## config.mk

```make
export PLATFORM = sky130hd
export DESIGN_NAME = fbost_tracker
export DESIGN_NICKNAME = d
export VERILOG_FILES = /design/src/inc/fbost_pkg.sv /design/src/inc/fbost_cmd_if.sv /design/src/core/fbost_tracker.sv /design/src/core/fbost_decode.sv
export VERILOG_INCLUDE_DIRS = /design/src /design/src/inc
export SDC_FILE = /design/constraint.sdc
export NUM_CORES = 1
export LEC_CHECK = 0
export ABC_AREA = 1
export CAP_MARGIN = 20
export CORE_UTILIZATION = 25
export DETAILED_ROUTE_END_ITERATION = 10
export DONT_BUFFER_PORTS = 1
export PLACE_DENSITY = 0.37
export SLEW_MARGIN = 30
export SYNTH_ARGS = -nofsm -noshare
export SYNTH_HDL_FRONTEND = slang
export SYNTH_SLANG_ARGS = --single-unit
```

## constraint.sdc

```tcl
create_clock -name core_clk -period 2.2 [get_ports core_clk]
set_input_delay 0.44 -clock core_clk [delete_from_list [all_inputs] [get_ports core_clk]]
set_output_delay 0.44 -clock core_clk [all_outputs]
set_load 0.01 [all_outputs]
```

## src/inc/fbost_params.svh

```systemverilog
/*
 * Constants for the bank output state tracker: command codes, the
 * factory program exit word and output state codes.
 * Assumes it is included by bare name from design files.
 */
`ifndef FBOST_PARAMS_SVH
`define FBOST_PARAMS_SVH

// Command codes as seen on the low data byte.
`define FBOST_CMD_READ_ARRAY    8'hFF
`define FBOST_CMD_READ_STATUS  8'h70
`define FBOST_CMD_READ_SIG     8'h90
`define FBOST_CMD_READ_QUERY   8'h98
`define FBOST_CMD_CLR_STATUS   8'h50
`define FBOST_CMD_PROG_SETUP   8'h40
`define FBOST_CMD_PROG_ALT     8'h10
`define FBOST_CMD_BUF_PROG     8'hE8
`define FBOST_CMD_BUFFERED_FACTORY_PROGRAM_SETUP   8'h80
`define FBOST_CMD_ERASE_SETUP  8'h20
`define FBOST_CMD_CONFIRM      8'hD0
`define FBOST_CMD_SUSPEND      8'hB0
`define FBOST_CMD_LOCK_SETUP   8'h60
`define FBOST_CMD_BLANK_SETUP  8'hBC
`define FBOST_CMD_OTP_SETUP    8'hC0
`define FBOST_CMD_BLANK_CONF   8'hCB
`define FBOST_CMD_LOCK_CONF    8'h01
`define FBOST_CMD_LDOWN_CONF   8'h2F
`define FBOST_CMD_SETREG_CONF  8'h03
// Data word that ends buffered factory program.
`define FBOST_BUFFERED_FACTORY_PROGRAM_EXIT_DATA   16'hFFFF
// Output state codes held per bank.
`define FBOST_OUT_ARRAY        2'h0
`define FBOST_OUT_STATUS       2'h1
`define FBOST_OUT_SIG          2'h2
`define FBOST_OUT_QUERY        2'h3

`endif

```

## src/inc/fbost_pkg.sv

```systemverilog
/*
 * Types for the bank output state tracker.
 * Assumes fbost_params.svh is available on the include path.
 */
package fbost_pkg;
    // Output data kinds a bank can drive.
    typedef enum logic [1:0] {
        FBOST_ARRAY  = 2'h0,
        FBOST_STATUS = 2'h1,
        FBOST_SIG    = 2'h2,
        FBOST_QUERY  = 2'h3
    } fbost_out_t;

    // Command interface states, one-hot.
    typedef enum logic [6:0] {
        FBOST_READY   = 7'h01,
        FBOST_SETUP   = 7'h02,
        FBOST_BUSY    = 7'h04,
        FBOST_SUSP    = 7'h08,
        FBOST_LOCKSET = 7'h10,
        FBOST_BUFFERED_FACTORY_PROGRAM    = 7'h20,
        FBOST_ILLEGAL = 7'h40
    } fbost_ci_t;
endpackage : fbost_pkg

```

## src/inc/fbost_cmd_if.sv

```systemverilog
/*
 * Interface carrying a classified command from the front end decoder
 * to the tracker core.
 * Assumes both ends share core_clk.
 */
`timescale 1ns/1ns
interface fbost_cmd_if;
    logic       is_read_array;   // Read array command.
    logic       is_read_status;  // Read status command.
    logic       is_read_sig;     // Read signature command.
    logic       is_read_query;   // Read query command.
    logic       is_setup;        // Any setup command.
    logic       is_lock_setup;   // Lock/setting or OTP setup (two-cycle group).
    logic       is_lock_conf;    // Confirm of lock or setting register.
    logic       is_blank_conf;   // Blank check confirm.
    logic       is_confirm;      // Program/erase confirm or resume.
    logic       is_suspend;      // Suspend command.
    logic       is_clear;        // Clear status command.
    logic       is_illegal;      // Code outside the defined set.

    modport dec  (output is_read_array, is_read_status, is_read_sig, is_read_query, is_setup,
                  is_lock_setup, is_lock_conf, is_blank_conf, is_confirm, is_suspend,
                  is_clear, is_illegal);
    modport core (input  is_read_array, is_read_status, is_read_sig, is_read_query, is_setup,
                  is_lock_setup, is_lock_conf, is_blank_conf, is_confirm, is_suspend,
                  is_clear, is_illegal);
endinterface : fbost_cmd_if

```

## src/core/fbost_tracker.sv

```systemverilog
/*
 * Per-bank output state tracker with a small command interface
 * sequencer, buffered factory program exit detection and illegal
 * command classification.
 * Assumes host write strobes and busy are on core_clk (logic, not pins).
 * The host raises wr_valid for one edge per command; writes may come
 * back to back on consecutive edges.
 * A read sees the bank state one edge after rd_bank changes, because
 * the read kind is registered.
 * Every bank starts from array output after reset.
 */
// Behaviour
// - Read of command bank uses its state.
// - Four states: array, status, signature, query.
// - Each bank changes only on own command.
// - Sequencing ignores the bank output state.
// - Lock/OTP setup cycles ignored while busy.
// - FFFFh to other block exits factory program.
// - Undefined codes take the illegal path.
`timescale 1ns/1ns
`include "fbost_params.svh"
module fbost_tracker
    import fbost_pkg::*;
#(
    parameter int BANKS    = 16,  // Number of banks.
    parameter int BANK_W   = 4,   // Bank address width.
    parameter int BLOCK_W  = 7    // Block address width.
) (
    input  wire logic               core_clk,     // System clock, 10 MHz.
    input  wire logic               srst,         // Synchronous reset, active high.
    input  wire logic               clk_en,       // Freezes all state while low.
    input  wire logic               wr_valid,     // One-cycle command write strobe.
    input  wire logic [15:0]        wr_data,      // Written data word.
    input  wire logic [BANK_W-1:0]  wr_bank,      // Bank of the write address.
    input  wire logic [BLOCK_W-1:0] wr_block,     // Block of the write address.
    input  wire logic               pec_done,     // Controller finished an operation.
    input  wire logic [BANK_W-1:0]  rd_bank,      // Bank being read.
    output logic [1:0]              rd_kind,      // Data kind driven on the read.
    output logic                    rd_own_state, // Read hits the last command bank.
    output logic                    pec_active,   // Controller busy.
    output logic                    buffered_factory_program_mode,    // Buffered factory program running.
    output logic                    buffered_factory_program_exit,    // One-cycle pulse on factory program exit.
    output logic                    illegal_seen  // Last command was illegal.
);
    // Whole module state in one record.
    // One record makes reset and freeze a single assignment each.
    typedef struct packed {
        fbost_ci_t                ci;          // Command interface state.
        logic [BANKS-1:0][1:0]    bank_out;    // Output state of every bank.
        logic [BANK_W-1:0]        last_bank;   // Bank of most recent command.
        logic [BLOCK_W-1:0]       first_block; // First block used in factory program.
        logic                     exit_pulse;  // Registered exit pulse.
        logic                     illegal;     // Last command was illegal.
        logic [1:0]               kind;        // Registered read kind.
        logic                     own;         // Registered bank hit.
    } fbost_state_t;

    fbost_state_t st;       // Current state.
    fbost_state_t next_st;  // Next state.
    fbost_cmd_if  cmd ();   // Classified current command.
    logic         busy_or_susp; // Controller busy or suspended.

    // Classify the written code.
    // Only the low byte is decoded; the full word matters for the exit.
    fbost_decode fbost_decode_inst (
        .code (wr_data[7:0]),
        .cmd  (cmd)
    );

    // Compute the next state of everything.
    // A command write moves the command state, the addressed bank, the
    // last-bank pointer and the illegal flag (first_block on a factory start);
    // the exit pulse clears and the read kind and hit flag follow every cycle.
    always_comb begin
        // Start from the held state so untouched fields keep their value.
        next_st            = st;
        // The exit pulse lasts one cycle unless it is set again below.
        next_st.exit_pulse = 1'b0;
        // A suspended operation still holds the controller.
        busy_or_susp       = (st.ci == FBOST_BUSY) || (st.ci == FBOST_SUSP);

        // Sequencing reads ci, the write, first_block and pec_done, never bank_out.
        if (wr_valid) begin
            // The effect of a taken write depends on the command state.
            unique case (st.ci)
                // Factory program streams data words; only the exit word acts.
                FBOST_BUFFERED_FACTORY_PROGRAM: begin
                    // Exit only on FFFFh to a different block.
                    // All ones to the first block is ordinary program data.
                    if (wr_data == `FBOST_BUFFERED_FACTORY_PROGRAM_EXIT_DATA && wr_block != st.first_block) begin
                        // Back to ready; the exit bank shows the array again.
                        next_st.ci         = FBOST_READY;
                        next_st.exit_pulse = 1'b1;
                        next_st.bank_out[wr_bank] = `FBOST_OUT_ARRAY;
                        next_st.last_bank  = wr_bank;
                    end
                end

                // The controller owns the array; reads still switch the output.
                FBOST_BUSY, FBOST_SUSP: begin
                    // Lock/OTP setup cycles are ignored entirely.
                    // Dropping them keeps a running operation undisturbed.
                    if (!cmd.is_lock_setup) begin
                        // The write still names the most recent command bank.
                        next_st.last_bank = wr_bank;
                        next_st.illegal   = cmd.is_illegal;
                        if (cmd.is_setup) begin
                            next_st.bank_out[wr_bank] = `FBOST_OUT_STATUS;
                        end else if (cmd.is_read_array) begin
                            next_st.bank_out[wr_bank] = `FBOST_OUT_ARRAY;
                        end else if (cmd.is_read_status) begin
                            next_st.bank_out[wr_bank] = `FBOST_OUT_STATUS;
                        end else if (cmd.is_read_sig) begin
                            next_st.bank_out[wr_bank] = `FBOST_OUT_SIG;
                        end else if (cmd.is_read_query) begin
                            next_st.bank_out[wr_bank] = `FBOST_OUT_QUERY;
                        end
                        // Other codes leave the output unchanged.
                        // Suspend and resume move between busy and suspended.
                        if (cmd.is_suspend && st.ci == FBOST_BUSY) begin
                            next_st.ci = FBOST_SUSP;
                        end else if (cmd.is_confirm && st.ci == FBOST_SUSP) begin
                            next_st.ci = FBOST_BUSY;
                        end
                    end
                end

                // Waiting for the second cycle of a command pair.
                FBOST_SETUP, FBOST_LOCKSET: begin
                    // Second cycle: lock setup needs a lock confirm, else illegal; other setups start an operation unless 80h.
                    next_st.last_bank = wr_bank;
                    next_st.bank_out[wr_bank] = `FBOST_OUT_STATUS;
                    next_st.illegal   = 1'b0;
                    // A lock or setting confirm completes at once.
                    if (st.ci == FBOST_LOCKSET && cmd.is_lock_conf) begin
                        next_st.ci = FBOST_READY;
                    end else if (st.ci == FBOST_LOCKSET) begin
                        // Any other code after a lock setup is refused.
                        next_st.ci      = FBOST_ILLEGAL;
                        next_st.illegal = 1'b1;
                    end else if (wr_data[7:0] == `FBOST_CMD_BUFFERED_FACTORY_PROGRAM_SETUP) begin
                        // Factory program cannot start as a second cycle.
                        next_st.ci = FBOST_ILLEGAL;
                    end else begin
                        // Program data or a confirm starts the controller.
                        next_st.ci = FBOST_BUSY;
                    end
                end

                // Ready, or after an illegal code: this is a first cycle.
                FBOST_READY, FBOST_ILLEGAL: begin
                    next_st.last_bank = wr_bank;
                    next_st.illegal   = cmd.is_illegal;
                    // An undefined code parks the sequencer until the next command.
                    if (cmd.is_illegal) begin
                        next_st.ci = FBOST_ILLEGAL;
                    end else if (cmd.is_lock_setup) begin
                        // Lock setup waits for its confirm.
                        next_st.ci = FBOST_LOCKSET;
                        next_st.bank_out[wr_bank] = `FBOST_OUT_STATUS;
                    end else if (wr_data[7:0] == `FBOST_CMD_BUFFERED_FACTORY_PROGRAM_SETUP) begin
                        next_st.ci          = FBOST_BUFFERED_FACTORY_PROGRAM;
                        // Remember the block that the exit must differ from.
                        next_st.first_block = wr_block;
                        next_st.bank_out[wr_bank] = `FBOST_OUT_STATUS;
                    end else if (cmd.is_setup) begin
                        next_st.ci = FBOST_SETUP;
                        next_st.bank_out[wr_bank] = `FBOST_OUT_STATUS;
                    end else begin
                        // Read commands select the output state.
                        next_st.ci = FBOST_READY;
                        if (cmd.is_read_array) begin
                            next_st.bank_out[wr_bank] = `FBOST_OUT_ARRAY;
                        end else if (cmd.is_read_sig) begin
                            next_st.bank_out[wr_bank] = `FBOST_OUT_SIG;
                        end else if (cmd.is_read_query) begin
                            next_st.bank_out[wr_bank] = `FBOST_OUT_QUERY;
                        end else if (cmd.is_read_status || cmd.is_blank_conf) begin
                            // Blank check confirm also shows status.
                            next_st.bank_out[wr_bank] = `FBOST_OUT_STATUS;
                        end
                    end
                end

                // A code that is not one-hot recovers to ready.
                default: begin
                    next_st.ci = FBOST_READY;
                end
            endcase
        end else if (pec_done && st.ci == FBOST_BUSY) begin
            // Completion returns to ready; output state unchanged.
            // Completion is looked at only in cycles without a write.
            next_st.ci = FBOST_READY;
        end

        // Read kind follows the read bank's state; hit flag marks the command bank.
        // Both are registered, so they trail rd_bank by one edge.
        next_st.kind = st.bank_out[rd_bank];
        next_st.own  = (rd_bank == st.last_bank);
    end

    // Register the state record.
    // Reset acts even while the clock enable is low; a low enable freezes all.
    // The whole record moves in one assignment.
    always_ff @(posedge core_clk) begin
        if (srst) begin
            st <= '{ci: FBOST_READY, bank_out: '0, last_bank: '0, first_block: '0,
                    exit_pulse: 1'b0, illegal: 1'b0, kind: `FBOST_OUT_ARRAY, own: 1'b0};
        end else if (clk_en) begin
            st <= next_st;
        end
    end

    // Outputs taken from the state record.
    // pec_active stays low while an operation is suspended.
    assign rd_kind      = st.kind;
    assign rd_own_state = st.own;
    assign pec_active   = busy_or_susp && (st.ci == FBOST_BUSY);
    assign buffered_factory_program_mode    = (st.ci == FBOST_BUFFERED_FACTORY_PROGRAM);
    assign buffered_factory_program_exit    = st.exit_pulse;
    assign illegal_seen = st.illegal;
endmodule : fbost_tracker

```

## src/core/fbost_decode.sv

```systemverilog
/*
 * Command code classifier for the command front end.
 * Assumes a code on the low data byte; purely combinational.
 */
`timescale 1ns/1ns
`include "fbost_params.svh"
module fbost_decode
    import fbost_pkg::*;
(
    input  wire logic [7:0] code,  // Command code written by the host.
    fbost_cmd_if.dec        cmd    // Classified command.
);
    // Classify the code; anything not matched is illegal.
    always_comb begin
        cmd.is_read_array  = (code == `FBOST_CMD_READ_ARRAY);
        cmd.is_read_status = (code == `FBOST_CMD_READ_STATUS);
        cmd.is_read_sig    = (code == `FBOST_CMD_READ_SIG);
        cmd.is_read_query  = (code == `FBOST_CMD_READ_QUERY);
        cmd.is_lock_setup  = (code == `FBOST_CMD_LOCK_SETUP) || (code == `FBOST_CMD_OTP_SETUP);
        cmd.is_setup       = cmd.is_lock_setup || (code == `FBOST_CMD_PROG_SETUP) ||
                             (code == `FBOST_CMD_PROG_ALT) || (code == `FBOST_CMD_BUF_PROG) ||
                             (code == `FBOST_CMD_BUFFERED_FACTORY_PROGRAM_SETUP) || (code == `FBOST_CMD_ERASE_SETUP) ||
                             (code == `FBOST_CMD_BLANK_SETUP);
        cmd.is_lock_conf   = (code == `FBOST_CMD_LOCK_CONF) || (code == `FBOST_CMD_LDOWN_CONF) ||
                             (code == `FBOST_CMD_SETREG_CONF);
        cmd.is_blank_conf  = (code == `FBOST_CMD_BLANK_CONF);
        cmd.is_confirm     = (code == `FBOST_CMD_CONFIRM);
        cmd.is_suspend     = (code == `FBOST_CMD_SUSPEND);
        cmd.is_clear       = (code == `FBOST_CMD_CLR_STATUS);
        // Codes outside the set take the illegal path.
        cmd.is_illegal     = !(cmd.is_read_array || cmd.is_read_status || cmd.is_read_sig ||
                               cmd.is_read_query || cmd.is_setup || cmd.is_lock_conf ||
                               cmd.is_blank_conf || cmd.is_confirm || cmd.is_suspend ||
                               cmd.is_clear);
    end
endmodule : fbost_decode

```

==> results of run 1 <==
[power groups by stage]
stage                     combinational, mW  sequential, mW  clock, mW
after floorplan                       0.293            1.05          0
after global placement                0.419            1.06          0
after detailed placement              0.416            1.06          0
after CTS                             0.417            1.03      0.996
after global routing                  0.470            1.03       1.04
final                                 0.420            1.03      0.961
[synthesized netlist by cell type]
master                     instances
sky130_fd_sc_hd__dfxtp_1          55
sky130_fd_sc_hd__buf_4             7
sky130_fd_sc_hd__inv_1            92
sky130_fd_sc_hd__nand2_4           2
sky130_fd_sc_hd__nor2_1          109
sky130_fd_sc_hd__nand2_1         243
sky130_fd_sc_hd__a211oi_1          4
sky130_fd_sc_hd__o211ai_1          4
sky130_fd_sc_hd__nor3_1            3
sky130_fd_sc_hd__nor2_2            4
sky130_fd_sc_hd__inv_2             2
sky130_fd_sc_hd__o21ai_0          55
sky130_fd_sc_hd__o21ai_1           1
sky130_fd_sc_hd__a21oi_1          54
sky130_fd_sc_hd__nand2_2           8
sky130_fd_sc_hd__nor3_2            1
sky130_fd_sc_hd__nor2_4            3
sky130_fd_sc_hd__nand3_2           3
sky130_fd_sc_hd__o221ai_1          2
sky130_fd_sc_hd__nand3_1          47
sky130_fd_sc_hd__a31oi_1           1
sky130_fd_sc_hd__buf_2             2
sky130_fd_sc_hd__buf_6             2
sky130_fd_sc_hd__buf_1             3
sky130_fd_sc_hd__and3_1            1
sky130_fd_sc_hd__xnor2_1           7
sky130_fd_sc_hd__o22ai_1           1
sky130_fd_sc_hd__clkbuf_2          1
sky130_fd_sc_hd__o21ai_4           1
sky130_fd_sc_hd__clkbuf_1         13
sky130_fd_sc_hd__xor2_1            1
sky130_fd_sc_hd__o21bai_1          1
sky130_fd_sc_hd__nand4_1          37
[area by class of cell]
| cell class | count | area, sq um | area share, % |
|---|---|---|---|
| tap | 220 | 275 | 5.59 |
| clock buffer | 6 | 129 | 2.62 |
| sequential | 55 | 1100 | 22.4 |
| multi-input combinational | 593 | 2720 | 55.3 |
| timing repair buffer | 35 | 304 | 6.18 |
| inverter | 94 | 353 | 7.17 |
| clock inverter | 2 | 38.8 | 0.788 |
[state kept, by name, indices dropped and copies added (netlist names)]
signal                         count
rd_own_state                       1
rd_kind                            2
illegal_seen                       1
buffered_factory_program_exit      1
st                                50
[through the flow]
| step | std cells | utilization [%] | cell area [sq um] | TNS (ns) |
|---|---|---|---|---|
| 3_5_place_dp | 996 | 28.4 | 4740 | 0 |
| 6_report | 1005 | 29.5 | 4920 | 0 |
| 5_1_grt | 1005 | 29.5 | 4920 | -0.0543 |
| 3_3_place_gp | 996 | 28.4 | 4740 | -0.0250 |
| 2_1_floorplan | 770 | - | 4320 | 0 |
| 4_1_cts | 1004 | 29.4 | 4900 | 0 |
[routing by layer]
metal  vias up  part of all wire [%]  track usage, %
met5         -                     0               0
met4         0                   1.1            4.42
met3        13                   4.4            2.28
met2       118                    47            29.7
met1      2297                    48            25.3
li1       2505                     -               -
[timing repair]
action,in CTS,in global routing
resized for setup,0,3
buffers inserted,0,1
endpoints found under the setup margin,0,30
[worst max-delay path, stage by stage (launching register included)]
cell and delay, ns:
sky130_fd_sc_hd__dfxtp_1 0.36, sky130_fd_sc_hd__nor2_2 0.20, sky130_fd_sc_hd__nand2_2 0.13, sky130_fd_sc_hd__o21ai_4 0.34
sky130_fd_sc_hd__nor2_4 0.07, sky130_fd_sc_hd__nand2_4 0.13, sky130_fd_sc_hd__nand2_4 0.08, sky130_fd_sc_hd__nand2_2 0.11
sky130_fd_sc_hd__buf_6 0.21, sky130_fd_sc_hd__nand3_1 0.13, sky130_fd_sc_hd__nand2_1 0.08, sky130_fd_sc_hd__nand2_1 0.04
sky130_fd_sc_hd__nor2_1 0.10
[final timing paths]
check	from	end	depth (start not counted)
setup / recovery	st[48]	st[17]	12
setup reg to reg	st[48]	st[17]	12
hold reg to reg	st[8]	st[8]	2
hold / removal	srst	st[8]	1
[cell families after synthesis]
group / count (synthesis) / synth area share [%]
xor+xnor: 8 / 1.62
compound gates: 124 / 15.4
buf+inv: 122 / 11.6
simple gates: 461 / 45.9
flops: 55 / 25.5
==> qor_table.md, run 1 <==
| Metric | This run | Unit |
| --- | --- | --- |
| Cts bufs inserted | 5 | - |
| Final Routed Wirelength | 15.8 | mm |
| Number of standard-cell rows in the floorplan | 47 | - |
| Cell accounting for the most synthesized area | sky130_fd_sc_hd__dfxtp_1 | - |
| Worst hold slack | 0.192 | ns |
| Post-Synthesis Net Count | 806 | - |
| Via Count | 4933 | - |
| Overall Global Routing Usage | 18.2 | % |
| Leakage power of the design | 2.14 | nW |
| CTS H-Tree Depth | 2 | - |
| Instance count of the mapped netlist | 770 | - |
| Share of the synthesized area in the top cell type | 25.5 | % |
| Largest fanout on the critical path | 22 | - |
| Hold crit path type | primary input to flip-flop | - |
| Pin count of the biggest net entering global routing | 41 | - |
| Setup Skew | 0.0112 | ns |
| Critical path required time | 2.44 | ns |
| Worst Path Arrival | 2.29 | ns |
| Total overflow reported by the global router | 0 | - |
| Fraction of power consumed by combinational cells | 17.4 | % |
| Maximum clock frequency | 0.490 | GHz |
| Endpoint class of the critical path | flip-flop | - |
| Final WS setup | 0.158 | ns |
| Part of the power in the clock network | 39.8 | % |
| Num ports | 43 | - |
| Horiz. Die Dim | 133 | um |
| Final-report max-slew violation count | 0 | - |
| Category of the worst setup path launch point | flip-flop | - |
| Relative area change from synthesis to final layout | 13.9 | % |
| Worst-Margin Slew | 0.592 | ns |
| Number of antenna repair diodes | 0 | - |
| Filler Cell Count | 1915 | - |
| Sequential power share | 42.8 | % |
| Starting DRC count in detailed routing | 361 | - |
| CTS tree | yes | - |
| Power per unit of standard cell area | 490 | nW/um^2 |
| Global-route wire length before repair | 25.2 | mm |
| Internal Power | 1.70 | mW |
| Synth top area cells | sky130_fd_sc_hd__dfxtp_1 (25%), sky130_fd_sc_hd__nand2_1 (21%), sky130_fd_sc_hd__nor2_1 (9.5%) | - |
| Routed wire per std cell | 15.7 | um |
| Share of synthesized area occupied by flip-flops and latches | 25.5 | % |
| Final net count | 820 | - |
| CTS clock-pin slew for the worst setup and hold paths | 0.08 | ns |
| Fin. Hold Viols | 0 | - |
| Setup slack at placement | 0.0165 | ns |
| Die Area | 17800 | sq um |
| Detailed-route vias per instance | 4.91 | - |
| Final HPWL DP | 11.8 | mm |
| Residual DRC count | 0 | - |
| Port-buffer cells | 0 | - |
| Switching part of the total | 29.6 | % |
| Number of flip-flops and latches in the synthesized netlist | 55 | - |
| Number of detailed-routing iterations run before antenna repair | 5 | - |
| Max-slew headroom at the worst pin | 60.5 | % |
| Most frequent standard cell in the layout excluding fill and tap cells | sky130_fd_sc_hd__nand2_1 | - |
| Standard cell core area | 16700 | sq um |
| Worst-Skew Late Latency | 0.31 | ns |
| Library cells used by synthesis | 33 | - |
| Net Sw Power | 715 | uW |
| Initial antenna violation count | 0 | - |
| Post-Syn Area | 4320 | sq um |
| Warning count from the yosys run | 0 | - |
| Final GP Congestion | 0.869 | - |
| Status | finished clean | - |
| Via count of the first global-routing pass | 4648 | - |
| Vertical die dimension | 133 | um |
| Category of the critical setup timing path | flip-flop to flip-flop | - |
| Final worst path period share | 92.8 | % |
| Total power draw | 2.41 | mW |
| Proportion of layout cells with a drive suffix above 1 | 8.66 | % |
| CTS Buffer Depth | 2 | - |
| Setup repair after global routing missed its margin | yes | - |
| Number of max-cap violations | 0 | - |
| Synthesized area divided by synthesized cell count | 5.61 | sq um |
| Remaining antenna violation count after routing | 0 | - |
| CTS sink cnt | 55 | - |
| Setup Viol. Count Final | 0 | - |
| Peak VDD IR | 0.275 | mV |
| Initial core utilization | 25.9 | % |
| Top library cells by usage in the layout, fill and taps aside | sky130_fd_sc_hd__nand2_1 (243), sky130_fd_sc_hd__nor2_1 (107), sky130_fd_sc_hd__inv_1 (92) | - |
| Hold buffer count at CTS | 0 | - |
| Clock root buffer master | sky130_fd_sc_hd__clkbuf_16 | - |
| Reg2Reg Setup Slack | 0.16 | ns |
| Final min period | 2.04 | ns |
Note: power is estimated with default switching activity, not from simulation.
==> inputs of run 2 (changes only) <==
- CTS_BUF_LIST: unset -> sky130_fd_sc_hd__clkbuf_2 sky130_fd_sc_hd__clkbuf_4 sky130_fd_sc_hd__clkbuf_8
- GPL_TIMING_DRIVEN: unset -> 1
==> qor_table.md, run 2 (synthesis gave the netlist of run 1 again) <==
| Metric | This run | Unit |
| --- | --- | --- |
| Status | finished clean | - |
| Number of antenna repair diodes | 0 | - |
| Routed wire per std cell | 15.7 | um |
| Relative area change from synthesis to final layout | 12.9 | % |
| Register ranked first by flip-flop count | st | - |
| Setup Skew | 0.0181 | ns |
| Final HPWL DP | 11.8 | mm |
| Pin count of the biggest net entering global routing | 41 | - |
| Setup Viol. Count Final | 0 | - |
| Starting DRC count in detailed routing | 353 | - |
| Met1 WL | 7.51 | mm |
| CTS sink cnt | 55 | - |
| Total met3 wirelength after detailed routing | 671 | um |
| Horiz. Die Dim | 133 | um |
| Final net count | 820 | - |
| Worst Path Arrival | 2.28 | ns |
| Worst-Margin Slew | 0.601 | ns |
| Vertical die dimension | 133 | um |
| Clock root buffer master | sky130_fd_sc_hd__clkbuf_8 | - |
| Max-slew headroom at the worst pin | 59.9 | % |
| Most frequent standard cell in the layout excluding fill and tap cells | sky130_fd_sc_hd__nand2_1 | - |
| CTS Buffer Depth | 2 | - |
| Initial core utilization | 25.9 | % |
| Peak VDD IR | 0.235 | mV |
| Final min period | 2.01 | ns |
| Die Area | 17800 | sq um |
| Category of the critical setup timing path | flip-flop to flip-flop | - |
| Proportion of layout cells with a drive suffix above 1 | 8.92 | % |
| Fin. Hold Viols | 0 | - |
| Port-buffer cells | 0 | - |
| Via count of the first global-routing pass | 4650 | - |
| Filler Cell Count | 1921 | - |
| Endpoint class of the critical path | flip-flop | - |
| Final Routed Wirelength | 15.8 | mm |
| Final-report max-slew violation count | 0 | - |
| Critical path required time | 2.46 | ns |
| Number of max-cap violations | 0 | - |
| Remaining antenna violation count after routing | 0 | - |
| Uppermost signal routing layer after detailed routing | met4 | - |
| Total met2 wirelength after detailed routing | 7.46 | mm |
| Category of the worst setup path launch point | flip-flop | - |
| Num ports | 43 | - |
| Largest fanout on the critical path | 13 | - |
| Global-route wire length before repair | 25.2 | mm |
| Number of detailed-routing iterations run before antenna repair | 5 | - |
| Cts bufs inserted | 5 | - |
| Maximum clock frequency | 0.496 | GHz |
| Setup repair after global routing missed its margin | no | - |
| Final design area excluding fillers | 4870 | sq um |
| Worst-Skew Late Latency | 0.34 | ns |
| Top library cells by usage in the layout, fill and taps aside | sky130_fd_sc_hd__nand2_1 (243), sky130_fd_sc_hd__nor2_1 (106), sky130_fd_sc_hd__inv_1 (92) | - |
| Residual DRC count | 0 | - |
| Total overflow reported by the global router | 0 | - |
| Final GP Congestion | 0.869 | - |
| Power per unit of standard cell area | 453 | nW/um^2 |
| Overall Global Routing Usage | 18.2 | % |
| Worst hold path depth | 1 | - |
| Hold buffer count at CTS | 0 | - |
| Worst hold slack | 0.153 | ns |
| Standard cell core area | 16700 | sq um |
| Number of standard-cell rows in the floorplan | 47 | - |
| CTS tree | yes | - |
| Flip-flop count of the largest register, all copies and words added | 50 | - |
| Leakage power of the design | 2.12 | nW |
| Hold crit path type | primary input to flip-flop | - |
| Final worst path period share | 91.6 | % |
| CTS H-Tree Depth | 2 | - |
| Area of placed instances | 4740 | sq um |
| Via Count | 4913 | - |
| CTS clock-pin slew for the worst setup and hold paths | 0.12 | ns |
| R2r worst-path depth | 11 | - |
| Detailed-route vias per instance | 4.89 | - |
| Initial antenna violation count | 0 | - |
## run 2: cell counts in the layout (fill, tap and decap cells not counted)
Identical to the previous run, type by type.
## run 2: per-stage QoR
stage / setup TNS, ns / setup WS, ns / instances / total power [mW] / utilization, %
after CTS: 0 / 0.0749 / 1004 / 2.24 / 29.1
after floorplan: 0 / 0.363 / 770 / 1.34 / -
after detailed placement: 0 / 0.0165 / 996 / 1.47 / 28.4
final: 0 / 0.186 / 1005 / 2.21 / 29.2
after global routing: 0 / 0.0162 / 1005 / 2.34 / 29.2
after global placement: -0.0250 / -0.0250 / 996 / 1.47 / 28.4
## run 2: worst max-delay path: stages, from the launching register on
cell                      delay, ns
sky130_fd_sc_hd__dfxtp_1       0.45
sky130_fd_sc_hd__nor2_2        0.09
sky130_fd_sc_hd__nand2_2       0.12
sky130_fd_sc_hd__nor2_2        0.08
sky130_fd_sc_hd__nor2_4        0.30
sky130_fd_sc_hd__nand2_4       0.15
sky130_fd_sc_hd__nand2_4       0.12
sky130_fd_sc_hd__nand2_2       0.09
sky130_fd_sc_hd__nand2_2       0.10
sky130_fd_sc_hd__buf_4         0.22
sky130_fd_sc_hd__nand2_1       0.07
sky130_fd_sc_hd__a21oi_1       0.14
## run 2: path summary, 6_finish.rpt
| check | start | slack (ns) | to |
|---|---|---|---|
| worst max-delay path | st[51] | 0.19 | st[29] |
| worst min register to register | st[7] | 0.48 | st[7] |
| worst min-delay path | srst | 0.15 | st[8] |
| worst max register to register | st[51] | 0.19 | st[29] |
## run 2: what timing repair did
action | in CTS | in global routing
gates resized for setup | 0 | 5
endpoints found under the setup margin | 0 | 38
setup buffers | 0 | 1
endpoints found under the hold margin | 0 | 0
## run 2: where the power goes
part | switching (mW) | total [mW] | internal (mW)
sequential | 0.0183 | 1.03 | 1.01
clock | 0.395 | 0.753 | 0.358
combinational | 0.279 | 0.421 | 0.141
## run 2: layer usage
| metal | GRT usage, % | vias to the layer above |
|---|---|---|
| met1 | 25.3 | 2276 |
| met2 | 30.0 | 124 |
| met5 | 0 | - |
| met4 | 4.10 | 0 |
| li1 | - | 2502 |
| met3 | 2.21 | 11 |
## run 2: final cells by class
cell class                 instances  area, sq um  area share (%)
timing repair buffer              35          308            6.31
clock buffer                       6         76.3            1.57
tap                              220          275            5.65
inverter                          94          353            7.24
multi-input combinational        593         2720            55.9
clock inverter                     2         38.8           0.796
sequential                        55         1100            22.6
